<file path="src/include/pwr_cfg_pkg.sv">
// Constants of the power-mode configuration block.
// Assumes a 20 MHz system clock and a word-wide register port.
package pwr_cfg_pkg;
  localparam int CLK_MHZ = 20;
  localparam int CONV_SLOW_US = 3000;
  localparam int CONV_FAST_US = 1500;
  localparam int WAKE_BASE_US = 6000;
  localparam int CONV_SLOW_CYC = CONV_SLOW_US * CLK_MHZ;
  localparam int CONV_FAST_CYC = CONV_FAST_US * CLK_MHZ;
  localparam int WAKE_BASE_CYC = WAKE_BASE_US * CLK_MHZ;
  localparam int NCELL = 4;
  localparam logic [7:0] OFS_CFG = 8'h00;
  localparam logic [7:0] OFS_STATUS = 8'h04;
  localparam logic [7:0] OFS_CMD = 8'h08;
  localparam logic [15:0] CFG_RESET = 16'h2982;
  localparam logic [15:0] CFG_WMASK = 16'h3fff;
  localparam int B_OT = 13;
  localparam int B_EDGE_WAIT = 12;
  localparam int B_EDGE_WAKE = 11;
  localparam int B_KEEP_REG = 10;
  localparam int B_KEEP_OSC = 9;
  localparam int B_SLEEP = 8;
  localparam int B_OVERTEMP_POWEROFF_ENABLE = 7;
  localparam int B_QUICK = 6;
  localparam int B_BAL_DIV = 4;
  localparam int B_NORM_DIV = 2;
  localparam int B_WAKE = 0;
  localparam int C_DEEP_ENTER = 0;
  localparam int C_DEEP_EXIT = 1;
  localparam int C_SLEEP_ALLOW = 2;
  localparam int C_SLEEP_FORBID = 3;
  localparam int C_REINIT = 4;
  localparam int C_REGA_ON = 5;
  localparam int C_REGA_OFF = 6;
  localparam int C_REGB_ON = 7;
  localparam int C_REGB_OFF = 8;
  typedef enum logic [4:0] {
    M_NORMAL = 5'h01,
    M_SLEEP = 5'h02,
    M_DEEP = 5'h04,
    M_EDGE_WAIT = 5'h08,
    M_OFF = 5'h10
  } mode_t;
endpackage : pwr_cfg_pkg

</file>
<file path="src/scan_pacer.sv">
// ADC scan pacing: conversion ticks, voltage loop and current-only fill.
// Assumes run is a same-clock level and dividers change between loops.
module scan_pacer #(
  parameter int CONV_SLOW = pwr_cfg_pkg::CONV_SLOW_CYC,
  parameter int CONV_FAST = pwr_cfg_pkg::CONV_FAST_CYC,
  parameter int CELLS = pwr_cfg_pkg::NCELL
) (
  // Clock and reset
  input wire logic clk,
  input wire logic sys_rst,
  // Control
  input wire logic run,
  input wire logic quick,
  input wire logic balancing,
  input wire logic [1:0] bal_div,
  input wire logic [1:0] norm_div,
  // Pacing
  output logic conv_tick,
  output logic voltage_phase,
  output logic [$clog2(CELLS)-1:0] cell_idx
);
  import pwr_cfg_pkg::*;
  localparam int TW = $clog2(CONV_SLOW + 1);
  localparam int CW = $clog2(CELLS);
  logic [TW-1:0] tmr_r, tmr_nxt;
  logic [CW-1:0] slot_r, slot_nxt;
  logic [2:0] loop_r, loop_nxt;
  logic [2:0] loop_last;
  logic tick;

  // RULE_09 divider while balancing
  // RULE_10 divider otherwise
  assign loop_last = balancing ? 3'((1 << bal_div) - 1) : 3'((1 << norm_div) - 1);
  assign tick = run && (tmr_r == '0);

  always_comb begin
    tmr_nxt = tmr_r;
    slot_nxt = slot_r;
    loop_nxt = loop_r;
    if (!run) begin
      tmr_nxt = '0;
      slot_nxt = '0;
      loop_nxt = '0;
    end else if (tick) begin
      // RULE_08 conversion time
      tmr_nxt = quick ? TW'(CONV_FAST - 1) : TW'(CONV_SLOW - 1);
      if (slot_r == CW'(CELLS - 1)) begin
        slot_nxt = '0;
        loop_nxt = (loop_r >= loop_last) ? 3'h0 : 3'(loop_r + 3'h1);
      end else begin
        slot_nxt = CW'(slot_r + 1'b1);
      end
    end else begin
      tmr_nxt = TW'(tmr_r - 1'b1);
    end
  end

  always_ff @(posedge clk) begin
    if (sys_rst) begin
      tmr_r <= '0;
      slot_r <= '0;
      loop_r <= '0;
    end else begin
      tmr_r <= tmr_nxt;
      slot_r <= slot_nxt;
      loop_r <= loop_nxt;
    end
  end

  assign conv_tick = tick;
  assign voltage_phase = run && (loop_r == 3'h0);
  assign cell_idx = slot_r;
endmodule : scan_pacer

</file>
<file path="src/wake_timer.sv">
// Coulomb-counter conversion ticks for the sleep current-wake check.
// Assumes run is a same-clock level; rate is a stable setting.
module wake_timer #(
  parameter int BASE = pwr_cfg_pkg::WAKE_BASE_CYC
) (
  // Clock and reset
  input wire logic clk,
  input wire logic sys_rst,
  // Control
  input wire logic run,
  input wire logic [1:0] rate,
  // Tick
  output logic tick
);
  import pwr_cfg_pkg::*;
  localparam int W = $clog2(BASE * 8 + 1);
  logic [W-1:0] cnt_r, cnt_nxt;
  logic [W-1:0] last;

  // RULE_12 48, 24, 12, 6 ms
  assign last = W'((BASE << (2'd3 - rate)) - 1);
  assign tick = run && (cnt_r >= last);

  always_comb begin
    cnt_nxt = '0;
    if (run && !tick) begin
      cnt_nxt = W'(cnt_r + 1'b1);
    end
  end

  always_ff @(posedge clk) begin
    if (sys_rst) begin
      cnt_r <= '0;
    end else begin
      cnt_r <= cnt_nxt;
    end
  end
endmodule : wake_timer

</file>
<file path="src/power_mode_config.sv">
// Power-mode configuration word, mode sequencer and pacing outputs.
// Assumes async pins are synchronised here; other inputs are on clk.
// Summary of operation
// RULE_01 - Bit 13 keeps overtemperature detection alive in deep idle and lets it lead to power-off.
// RULE_02 - Bit 12 turns every power-off into a low-power wait for a load-detect rising edge.
// RULE_03 - Bit 11 lets a load-detect rising edge end deep idle, otherwise only a host command does.
// RULE_04 - Bit 10 clear switches both auxiliary regulators off when deep idle is entered.
// RULE_05 - Bit 9 clear stops the slow oscillator during deep idle.
// RULE_06 - The sleep-allowed flag loads from bit 8 at initialization and then follows the allow and forbid commands.
// RULE_07 - Bit 7 set sends the device to power-off on a severe on-chip overtemperature.
// RULE_08 - Bit 6 picks 3 ms or 1.5 ms per conversion.
// RULE_09 - Bits 5 to 4 slow the scan loop while balancing by current-only loops.
// RULE_10 - Bits 3 to 2 slow the scan loop in the same way while not balancing.
// RULE_11 - Balancing of a cell pauses while that cell is being measured.
// RULE_12 - In sleep the wake counter converts every 48, 24, 12 or 6 ms by bits 1 to 0.
// RULE_13 - Software should avoid wake code 2 and use code 3 only for large wake thresholds.
// RULE_14 - The word resets to 0x2982 and bits 15 and 14 stay zero.
//
// The placing of the registers and the address-and-strobe port were left to the implementer.
module power_mode_config #(
  parameter int CONV_SLOW = pwr_cfg_pkg::CONV_SLOW_CYC,
  parameter int CONV_FAST = pwr_cfg_pkg::CONV_FAST_CYC,
  parameter int WAKE_BASE = pwr_cfg_pkg::WAKE_BASE_CYC,
  parameter int CELLS = pwr_cfg_pkg::NCELL
) (
  // Clock and reset
  input wire logic clk,
  input wire logic sys_rst,
  // Register port
  input wire logic [7:0] addr,
  input wire logic [31:0] wdata,
  input wire logic wr,
  input wire logic rd,
  output logic [31:0] rdata,
  // Pins and analog flags, asynchronous
  input wire logic load_detect_pin,
  input wire logic overtemp_flag,
  input wire logic severe_overtemp_flag,
  // Same-clock requests
  input wire logic poweroff_request,
  input wire logic sleep_request,
  input wire logic wake_event,
  input wire logic [CELLS-1:0] balance_request,
  // Mode and power controls
  output pwr_cfg_pkg::mode_t mode,
  output logic sleep_allowed,
  output logic aux_regulator_a,
  output logic aux_regulator_b,
  output logic slow_osc_enable,
  output logic overtemp_detect_enable,
  // Measurement pacing
  output logic conv_tick,
  output logic voltage_phase,
  output logic [$clog2(CELLS)-1:0] cell_idx,
  output logic [CELLS-1:0] balance_enable,
  output logic wake_conv_tick
);
  import pwr_cfg_pkg::*;
  logic [15:0] cfg_r, cfg_nxt;
  mode_t mode_r, mode_nxt;
  logic sleep_ok_r, sleep_ok_nxt;
  logic rega_r, rega_nxt, regb_r, regb_nxt;
  logic [31:0] rdata_r, rdata_nxt;
  logic [2:0] s1_r, s2_r;
  logic ld_prev_r;
  logic ld_rise, ot_s, sot_s;
  logic cfg_wr, cmd_wr;
  logic [15:0] cmd;
  mode_t off_target;
  logic [CELLS-1:0] bal_r, bal_nxt;

  // Pin synchronisers; first stage feeds only the second
  always_ff @(posedge clk) begin
    if (sys_rst) begin
      s1_r <= '0;
      s2_r <= '0;
      ld_prev_r <= 1'b0;
    end else begin
      s1_r <= {severe_overtemp_flag, overtemp_flag, load_detect_pin};
      s2_r <= s1_r;
      ld_prev_r <= s2_r[0];
    end
  end
  assign ld_rise = s2_r[0] && !ld_prev_r;
  assign ot_s = s2_r[1];
  assign sot_s = s2_r[2];

  assign cfg_wr = wr && (addr == OFS_CFG);
  assign cmd_wr = wr && (addr == OFS_CMD);
  assign cmd = cmd_wr ? wdata[15:0] : 16'h0000;

  // RULE_02 power-off or edge wait
  assign off_target = cfg_r[B_EDGE_WAIT] ? M_EDGE_WAIT : M_OFF;

  // Register file
  always_comb begin
    cfg_nxt = cfg_r;
    rdata_nxt = 32'h0000_0000;
    // RULE_14 reserved bits held zero
    if (cfg_wr) begin
      cfg_nxt = wdata[15:0] & CFG_WMASK;
    end
    if (rd) begin
      if (addr == OFS_CFG) begin
        rdata_nxt = {16'h0000, cfg_r};
      end else if (addr == OFS_STATUS) begin
        rdata_nxt = {24'h000000, regb_r, rega_r, sleep_ok_r, mode_r};
      end else begin
        rdata_nxt = 32'h0000_0000;
      end
    end
  end

  always_ff @(posedge clk) begin
    if (sys_rst) begin
      // RULE_14 reset value
      cfg_r <= CFG_RESET;
      rdata_r <= 32'h0000_0000;
    end else begin
      cfg_r <= cfg_nxt;
      rdata_r <= rdata_nxt;
    end
  end
  assign rdata = rdata_r;

  // Mode sequencer
  always_comb begin
    mode_nxt = mode_r;
    sleep_ok_nxt = sleep_ok_r;
    rega_nxt = rega_r;
    regb_nxt = regb_r;
    // RULE_06 host sleep allow and forbid
    if (cmd[C_REINIT]) begin
      sleep_ok_nxt = cfg_r[B_SLEEP];
    end else if (cmd[C_SLEEP_ALLOW]) begin
      sleep_ok_nxt = 1'b1;
    end else if (cmd[C_SLEEP_FORBID]) begin
      sleep_ok_nxt = 1'b0;
    end
    if (cmd[C_REGA_ON]) begin
      rega_nxt = 1'b1;
    end else if (cmd[C_REGA_OFF]) begin
      rega_nxt = 1'b0;
    end
    if (cmd[C_REGB_ON]) begin
      regb_nxt = 1'b1;
    end else if (cmd[C_REGB_OFF]) begin
      regb_nxt = 1'b0;
    end
    case (mode_r)
      M_NORMAL: begin
        if (cmd[C_DEEP_ENTER]) begin
          mode_nxt = M_DEEP;
        end else if (sleep_request && sleep_ok_r) begin
          mode_nxt = M_SLEEP;
        end
      end
      M_SLEEP: begin
        if (cmd[C_DEEP_ENTER]) begin
          mode_nxt = M_DEEP;
        end else if (wake_event || !sleep_ok_r) begin
          mode_nxt = M_NORMAL;
        end
      end
      M_DEEP: begin
        // RULE_01 overtemp exit from deep idle
        if (cfg_r[B_OT] && ot_s) begin
          mode_nxt = off_target;
        // RULE_03 edge or host exit
        end else if (cmd[C_DEEP_EXIT] || (cfg_r[B_EDGE_WAKE] && ld_rise)) begin
          mode_nxt = M_NORMAL;
        end
      end
      M_EDGE_WAIT: begin
        if (ld_rise) begin
          mode_nxt = M_NORMAL;
        end
      end
      M_OFF: begin
        mode_nxt = M_OFF;
      end
      default: begin
        mode_nxt = M_NORMAL;
      end
    endcase
    // RULE_07 severe overtemp power_off_mode
    if (mode_r != M_OFF && mode_r != M_EDGE_WAIT) begin
      if (poweroff_request || (cfg_r[B_OVERTEMP_POWEROFF_ENABLE] && sot_s)) begin
        mode_nxt = off_target;
      end
    end
    // RULE_04 regulators off on deep idle entry
    if (mode_nxt == M_DEEP && mode_r != M_DEEP && !cfg_r[B_KEEP_REG]) begin
      rega_nxt = 1'b0;
      regb_nxt = 1'b0;
    end
  end

  always_ff @(posedge clk) begin
    if (sys_rst) begin
      mode_r <= M_NORMAL;
      // RULE_06 load at initialization
      sleep_ok_r <= CFG_RESET[B_SLEEP];
      rega_r <= 1'b0;
      regb_r <= 1'b0;
    end else begin
      mode_r <= mode_nxt;
      sleep_ok_r <= sleep_ok_nxt;
      rega_r <= rega_nxt;
      regb_r <= regb_nxt;
    end
  end

  assign mode = mode_r;
  assign sleep_allowed = sleep_ok_r;
  assign aux_regulator_a = rega_r;
  assign aux_regulator_b = regb_r;
  // RULE_05 slow oscillator gating
  assign slow_osc_enable = (mode_r != M_OFF) && !(mode_r == M_DEEP && !cfg_r[B_KEEP_OSC]);
  // RULE_01 detector alive in deep idle
  assign overtemp_detect_enable = (mode_r == M_NORMAL) || (mode_r == M_SLEEP) ||
                                  (mode_r == M_DEEP && cfg_r[B_OT]);

  // Scans run only in normal mode; sleep uses the wake counter
  scan_pacer #(
    .CONV_SLOW(CONV_SLOW),
    .CONV_FAST(CONV_FAST),
    .CELLS(CELLS)
  ) u_pacer (
    .clk(clk),
    .sys_rst(sys_rst),
    .run(mode_r == M_NORMAL),
    .quick(cfg_r[B_QUICK]),
    .balancing(|balance_request),
    .bal_div(cfg_r[B_BAL_DIV +: 2]),
    .norm_div(cfg_r[B_NORM_DIV +: 2]),
    .conv_tick(conv_tick),
    .voltage_phase(voltage_phase),
    .cell_idx(cell_idx)
  );

  wake_timer #(
    .BASE(WAKE_BASE)
  ) u_wake (
    .clk(clk),
    .sys_rst(sys_rst),
    .run(mode_r == M_SLEEP),
    .rate(cfg_r[B_WAKE +: 2]),
    .tick(wake_conv_tick)
  );

  // RULE_11 pause balancing on measured cell
  always_comb begin
    bal_nxt = balance_request;
    if (voltage_phase) begin
      bal_nxt[cell_idx] = 1'b0;
    end
  end
  always_ff @(posedge clk) begin
    if (sys_rst) begin
      bal_r <= '0;
    end else begin
      bal_r <= bal_nxt;
    end
  end
  assign balance_enable = bal_r;

  // Checks
  property p_reset_val;
    @(posedge clk) $fell(sys_rst) |-> (cfg_r == 16'h2982);
  endproperty
  a_reset_val: assert property (p_reset_val) else $error("config reset value wrong"); // RULE_14
  property p_rsvd;
    @(posedge clk) disable iff (sys_rst) cfg_r[15:14] == 2'b00;
  endproperty
  a_rsvd: assert property (p_rsvd) else $error("reserved config bits set"); // RULE_14
  property p_ot_deep;
    @(posedge clk) disable iff (sys_rst)
      (mode_r == M_DEEP && cfg_r[B_OT] && ot_s && !cfg_r[B_EDGE_WAIT]) |=> (mode_r == M_OFF);
  endproperty
  a_ot_deep: assert property (p_ot_deep) else $error("deep idle overtemp not to power-off"); // RULE_01
  property p_no_ot_deep;
    @(posedge clk) disable iff (sys_rst)
      (mode_r == M_DEEP && !cfg_r[B_OT]) |-> !overtemp_detect_enable;
  endproperty
  a_no_ot_deep: assert property (p_no_ot_deep) else $error("detector on in deep idle"); // RULE_01
  property p_edge_wait;
    @(posedge clk) disable iff (sys_rst)
      (poweroff_request && cfg_r[B_EDGE_WAIT] && mode_r == M_NORMAL) |=> (mode_r == M_EDGE_WAIT);
  endproperty
  a_edge_wait: assert property (p_edge_wait) else $error("edge wait not entered"); // RULE_02
  property p_deep_stay;
    @(posedge clk) disable iff (sys_rst)
      (mode_r == M_DEEP && !cfg_r[B_EDGE_WAKE] && !cmd[C_DEEP_EXIT] && !ot_s && !sot_s && !poweroff_request)
      |=> (mode_r == M_DEEP);
  endproperty
  a_deep_stay: assert property (p_deep_stay) else $error("deep idle left without cause"); // RULE_03
  property p_reg_off;
    @(posedge clk) disable iff (sys_rst)
      ($past(mode_r) != M_DEEP && mode_r == M_DEEP && !$past(cfg_r[B_KEEP_REG])) |-> !(rega_r || regb_r);
  endproperty
  a_reg_off: assert property (p_reg_off) else $error("regulators left on in deep idle"); // RULE_04
  property p_osc;
    @(posedge clk) disable iff (sys_rst)
      (mode_r == M_DEEP) |-> (slow_osc_enable == cfg_r[B_KEEP_OSC]);
  endproperty
  a_osc: assert property (p_osc) else $error("slow oscillator gating wrong"); // RULE_05
  property p_sleep_allow;
    @(posedge clk) disable iff (sys_rst)
      (cmd[C_SLEEP_ALLOW] && !cmd[C_REINIT]) |=> sleep_ok_r;
  endproperty
  a_sleep_allow: assert property (p_sleep_allow) else $error("sleep allow ignored"); // RULE_06
  property p_overtemp_poweroff_enable;
    @(posedge clk) disable iff (sys_rst)
      (cfg_r[B_OVERTEMP_POWEROFF_ENABLE] && sot_s && !cfg_r[B_EDGE_WAIT] && mode_r != M_EDGE_WAIT) |=> (mode_r == M_OFF);
  endproperty
  a_overtemp_poweroff_enable: assert property (p_overtemp_poweroff_enable) else $error("severe overtemp not handled"); // RULE_07
  property p_bal_pause;
    @(posedge clk) disable iff (sys_rst)
      voltage_phase |=> !bal_r[$past(cell_idx)];
  endproperty
  a_bal_pause: assert property (p_bal_pause) else $error("balancing during measurement"); // RULE_11
  property p_wake_idle;
    @(posedge clk) disable iff (sys_rst) (mode_r != M_SLEEP) |-> !wake_conv_tick;
  endproperty
  a_wake_idle: assert property (p_wake_idle) else $error("wake tick outside sleep"); // RULE_12
  c_deep: cover property (@(posedge clk) disable iff (sys_rst) mode_r == M_DEEP ##1 mode_r == M_NORMAL);
  c_sleep: cover property (@(posedge clk) disable iff (sys_rst) mode_r == M_SLEEP && wake_conv_tick);
  c_edge: cover property (@(posedge clk) disable iff (sys_rst) mode_r == M_EDGE_WAIT ##1 mode_r == M_NORMAL);
endmodule : power_mode_config

</file>
<file path="config.mk">
export PLATFORM = sky130hd
export DESIGN_NAME = power_mode_config
export DESIGN_NICKNAME = d
export VERILOG_FILES = /design/src/include/pwr_cfg_pkg.sv /design/src/scan_pacer.sv /design/src/wake_timer.sv /design/src/power_mode_config.sv
export SDC_FILE = /design/constraint.sdc
export NUM_CORES = 1
export LEC_CHECK = 0
export ABC_AREA = 1
export BUFFER_PORTS_ARGS = -buffer_cell sky130_fd_sc_hd__buf_4
export CAP_MARGIN = 40
export CORE_UTILIZATION = 49
export DETAILED_ROUTE_END_ITERATION = 16
export GPL_ROUTABILITY_DRIVEN = 0
export PLACE_DENSITY = 0.79
export SLEW_MARGIN = 20
export SYNTH_ARGS = -nofsm -noshare
export SYNTH_HDL_FRONTEND = slang
export SYNTH_SLANG_ARGS = --single-unit
</file>
<file path="constraint.sdc">
create_clock -name clk -period 1.86 [get_ports clk]
set_input_delay 0.186 -clock clk [delete_from_list [all_inputs] [get_ports clk]]
set_output_delay 0.186 -clock clk [all_outputs]
set_load 0.1 [all_outputs]
</file>
==> flow_metrics.tcl <==
set metrics [dict create \
    whs_ns 0.0165 \
    ff_latch_area_sq_mm 0.00179 \
    final_util_pct 67.9 \
    peakVddDrop_mv 0.437 \
    holdCritPathClass "input pin to flip-flop" \
    grt_pass1_wl_um 19800 \
    synth.avg_cell_area_sq_um 7.77 \
    area_delta_synth_final_pct 34.3 \
    clk_pin_slew_ns 0.10 \
    synth_top_cell_by_area "dfxtp_1" \
    final_cells 834 \
    vias_per_cell 5.26 \
    dp_slack_ns -0.307 \
    grt.total_usage_pct 25.5 \
    clock_latency_ns 0.37 \
    ctsLongestPathBuffers 2 \
    placed_area_sq_mm 0.00556 \
    rows 35 \
    initial_core_util_pct 50.5 \
    endpoint_kind "flip-flop" \
    cp_common_cell "buf_4" \
    vias 4391 \
    finalWorstPathRequiredPeriod_ns 2.64 \
    ys_ff_latch 88 \
    synthFlopType "dfxtp_1" \
    setup_viol 22 \
    cts_tree "yes" \
    wl_per_cell_um 15.4 \
    maxCapViolations 0 \
    finalMaxSlewViolations 0 \
    ys_top_cells_by_count "96 x inv_1, 88 x dfxtp_1, 84 x nand2_1" \
    dp_cells 795 \
    synth.yosys.warnings 0 \
    setup.worst_path.start_class "flip-flop" \
    ios 105 \
    numPortBuffers 68 \
    synth.most_common_cell "inv_1" \
    violations "setup timing" \
    ant_nets 0 \
    rsz0062_at_grt "yes" \
    multiInputGateArea_sq_mm 0.00273 \
    antenna_found_initial 0 \
    max_freq_mhz 378 \
    crit_chain "ha_2 > ha_4 > nand2_1 > inv_1 > o21ai_2 > nand2_2 > nor2_4 > buf_4 > buf_4 > buf_4 > buf_4 > nand4_1 > buf_4 > clkbuf_16 > nor2_2" \
    setup_slack_ns -0.785 \
    die_w_um 99.4 \
    worstPathMaxFanout 5 \
    post-route-drc-count 0 \
    drtIter0Drc 217 \
    die_h_um 99.4 \
    clockRootBuffer "clkbuf_8" \
    critical_path_required_ns 2.17 \
    die_area_sq_mm 0.00987 \
    fin_crit_sh_pct 142 \
    run_status "complete, but fails checks" \
    synth_top_area_share_pct 37.9 \
    reg2reg_depth 15 \
    ys_types 49 \
    nets 804 \
    finalClockSkew_ns 0.0117 \
    synth.area.top_cells "dfxtp_1 38%, ha_1 8.6%, inv_1 7.8%" \
    cts_max_level 3 \
    wl_um 12900 \
    synth-async-reset-ratio_pct 0 \
    hold-path-cell-count 3 \
    core_area_sq_mm 0.00920 \
    grt_pass1_vias 4255 \
    design_area_sq_mm 0.00624 \
    p_per_area_mw_per_mm2 816 \
    syn_inst 598 \
    antenna_cells 0 \
    hold_viol 0 \
    cts_sinks 88 \
    slowest_stage "dfxtp_4" \
    hpwl_um 8330 \
    worst-setup-path-type "flip-flop to flip-flop" \
    yosysSeqAreaShare_pct 37.9 \
    grt_max_degree 20 \
    first_pass_iters 5 \
    final_layout_size_suffix_gt1_share_pct 32.8 \
    ctsHoldBuffers 0 \
    cpPeakStageDelay_ns 0.42 \
    synth_edf_count 0 \
    p_leak_nw 2.89 \
    syn_area_sq_mm 0.00465 \
    fillers 677 \
    critical_path_arrival_ns 2.95 \
    cts_buffers 9 \
    grt_overflow 0 \
]
-- layer usage --
metal	track usage [%]	part of all wire (%)	up-vias
met2	45.1	50	200
met3	6.25	7.0	45
met1	29.9	40	2029
li1	-	-	2117
met5	0	0	-
met4	9.50	3.6	0
-- report_power, final --
part           switching (mW)  leakage, nW  total (mW)  internal (mW)
Sequential             0.0915        0.719        2.07           1.98
Clock                   0.817        0.107        1.43          0.612
Combinational            1.06         2.07        1.60          0.539
Total                    1.97         2.89        5.09           3.13
-- flip-flops by register name (all words and copies together), names as in the netlist --
signal and cells:
rdata 14, aux_regulator_a 1, s1_r 3, balance_enable 4, u_pacer.tmr_r 16, sleep_allowed 1
s2_r 3, mode 5, aux_regulator_b 1, u_wake.cnt_r 20, u_pacer.cell_idx 2, ld_prev_r 1
u_pacer.loop_r 3, cfg_r 14
-- through the flow --
stage,setup TNS (ns),power [mW]
after floorplan,-1.48,3.26
after global placement,-2.68,3.53
after detailed placement,-4.46,3.57
after CTS,-11.19,5.06
after global routing,-17.07,5.32
final,-14.88,5.09
-- worst max-delay path: cells and delay by family (launching register included) --
family / cells / cell delay, ns
and+or+nand+nor: 5 / 0.63
buffers and inverters: 7 / 0.85
adders and majority gates: 2 / 0.48
DFF: 1 / 0.42
AOI/OAI and AO/OA: 1 / 0.19
-- logic make-up after synthesis --
logic type | share of synthesized area (%)
xor+xnor | 4.90
mux | 0.215
flops | 37.9
other cells | 0.0807
fa+ha+maj | 8.62
compound gates | 9.48
simple gates | 26.9
buf+inv | 11.9
-- final cells by class --
cell class                 instances  share of cell area [%]
tap                              111                    2.23
inverter                         100                    6.40
sequential                        88                    28.7
clock buffer                      10                    2.39
multi-input combinational        400                    43.7
clock inverter                     6                    1.06
timing repair buffer             119                    15.6
-- cells in the final DEF, fill, tap and decap left out, types with 8 or more instances in the layout --
cell / n
ha_1: 18
nand2_1: 80
nor2_2: 12
inv_1: 85
clkbuf_8: 9
xnor2_1: 8
o21ai_0: 13
conb_1: 18
o22ai_1: 8
nand3_1: 20
inv_2: 9
xor2_1: 18
nand2_2: 8
ha_4: 13
nand4_1: 18
dfxtp_1: 79
a21oi_1: 27
nor2_4: 10
buf_4: 111
nor2_1: 69
-- what timing repair did --
item,in CTS,in global routing
setup buffers,21,5
pin swaps,22,14
setup endpoints to repair,25,29
gates resized for setup,33,41
gates cloned,2,1
-- worst paths after layout --
kind	end	slack, ns	from
max	u_wake.cnt_r[6]	-0.78	cfg_r[0]
min	s1_r[0]	0.02	load_detect_pin
max reg2reg	u_wake.cnt_r[6]	-0.78	cfg_r[0]
min reg2reg	s2_r[0]	0.41	s1_r[0]
Power figures use the tool's default switching activity.
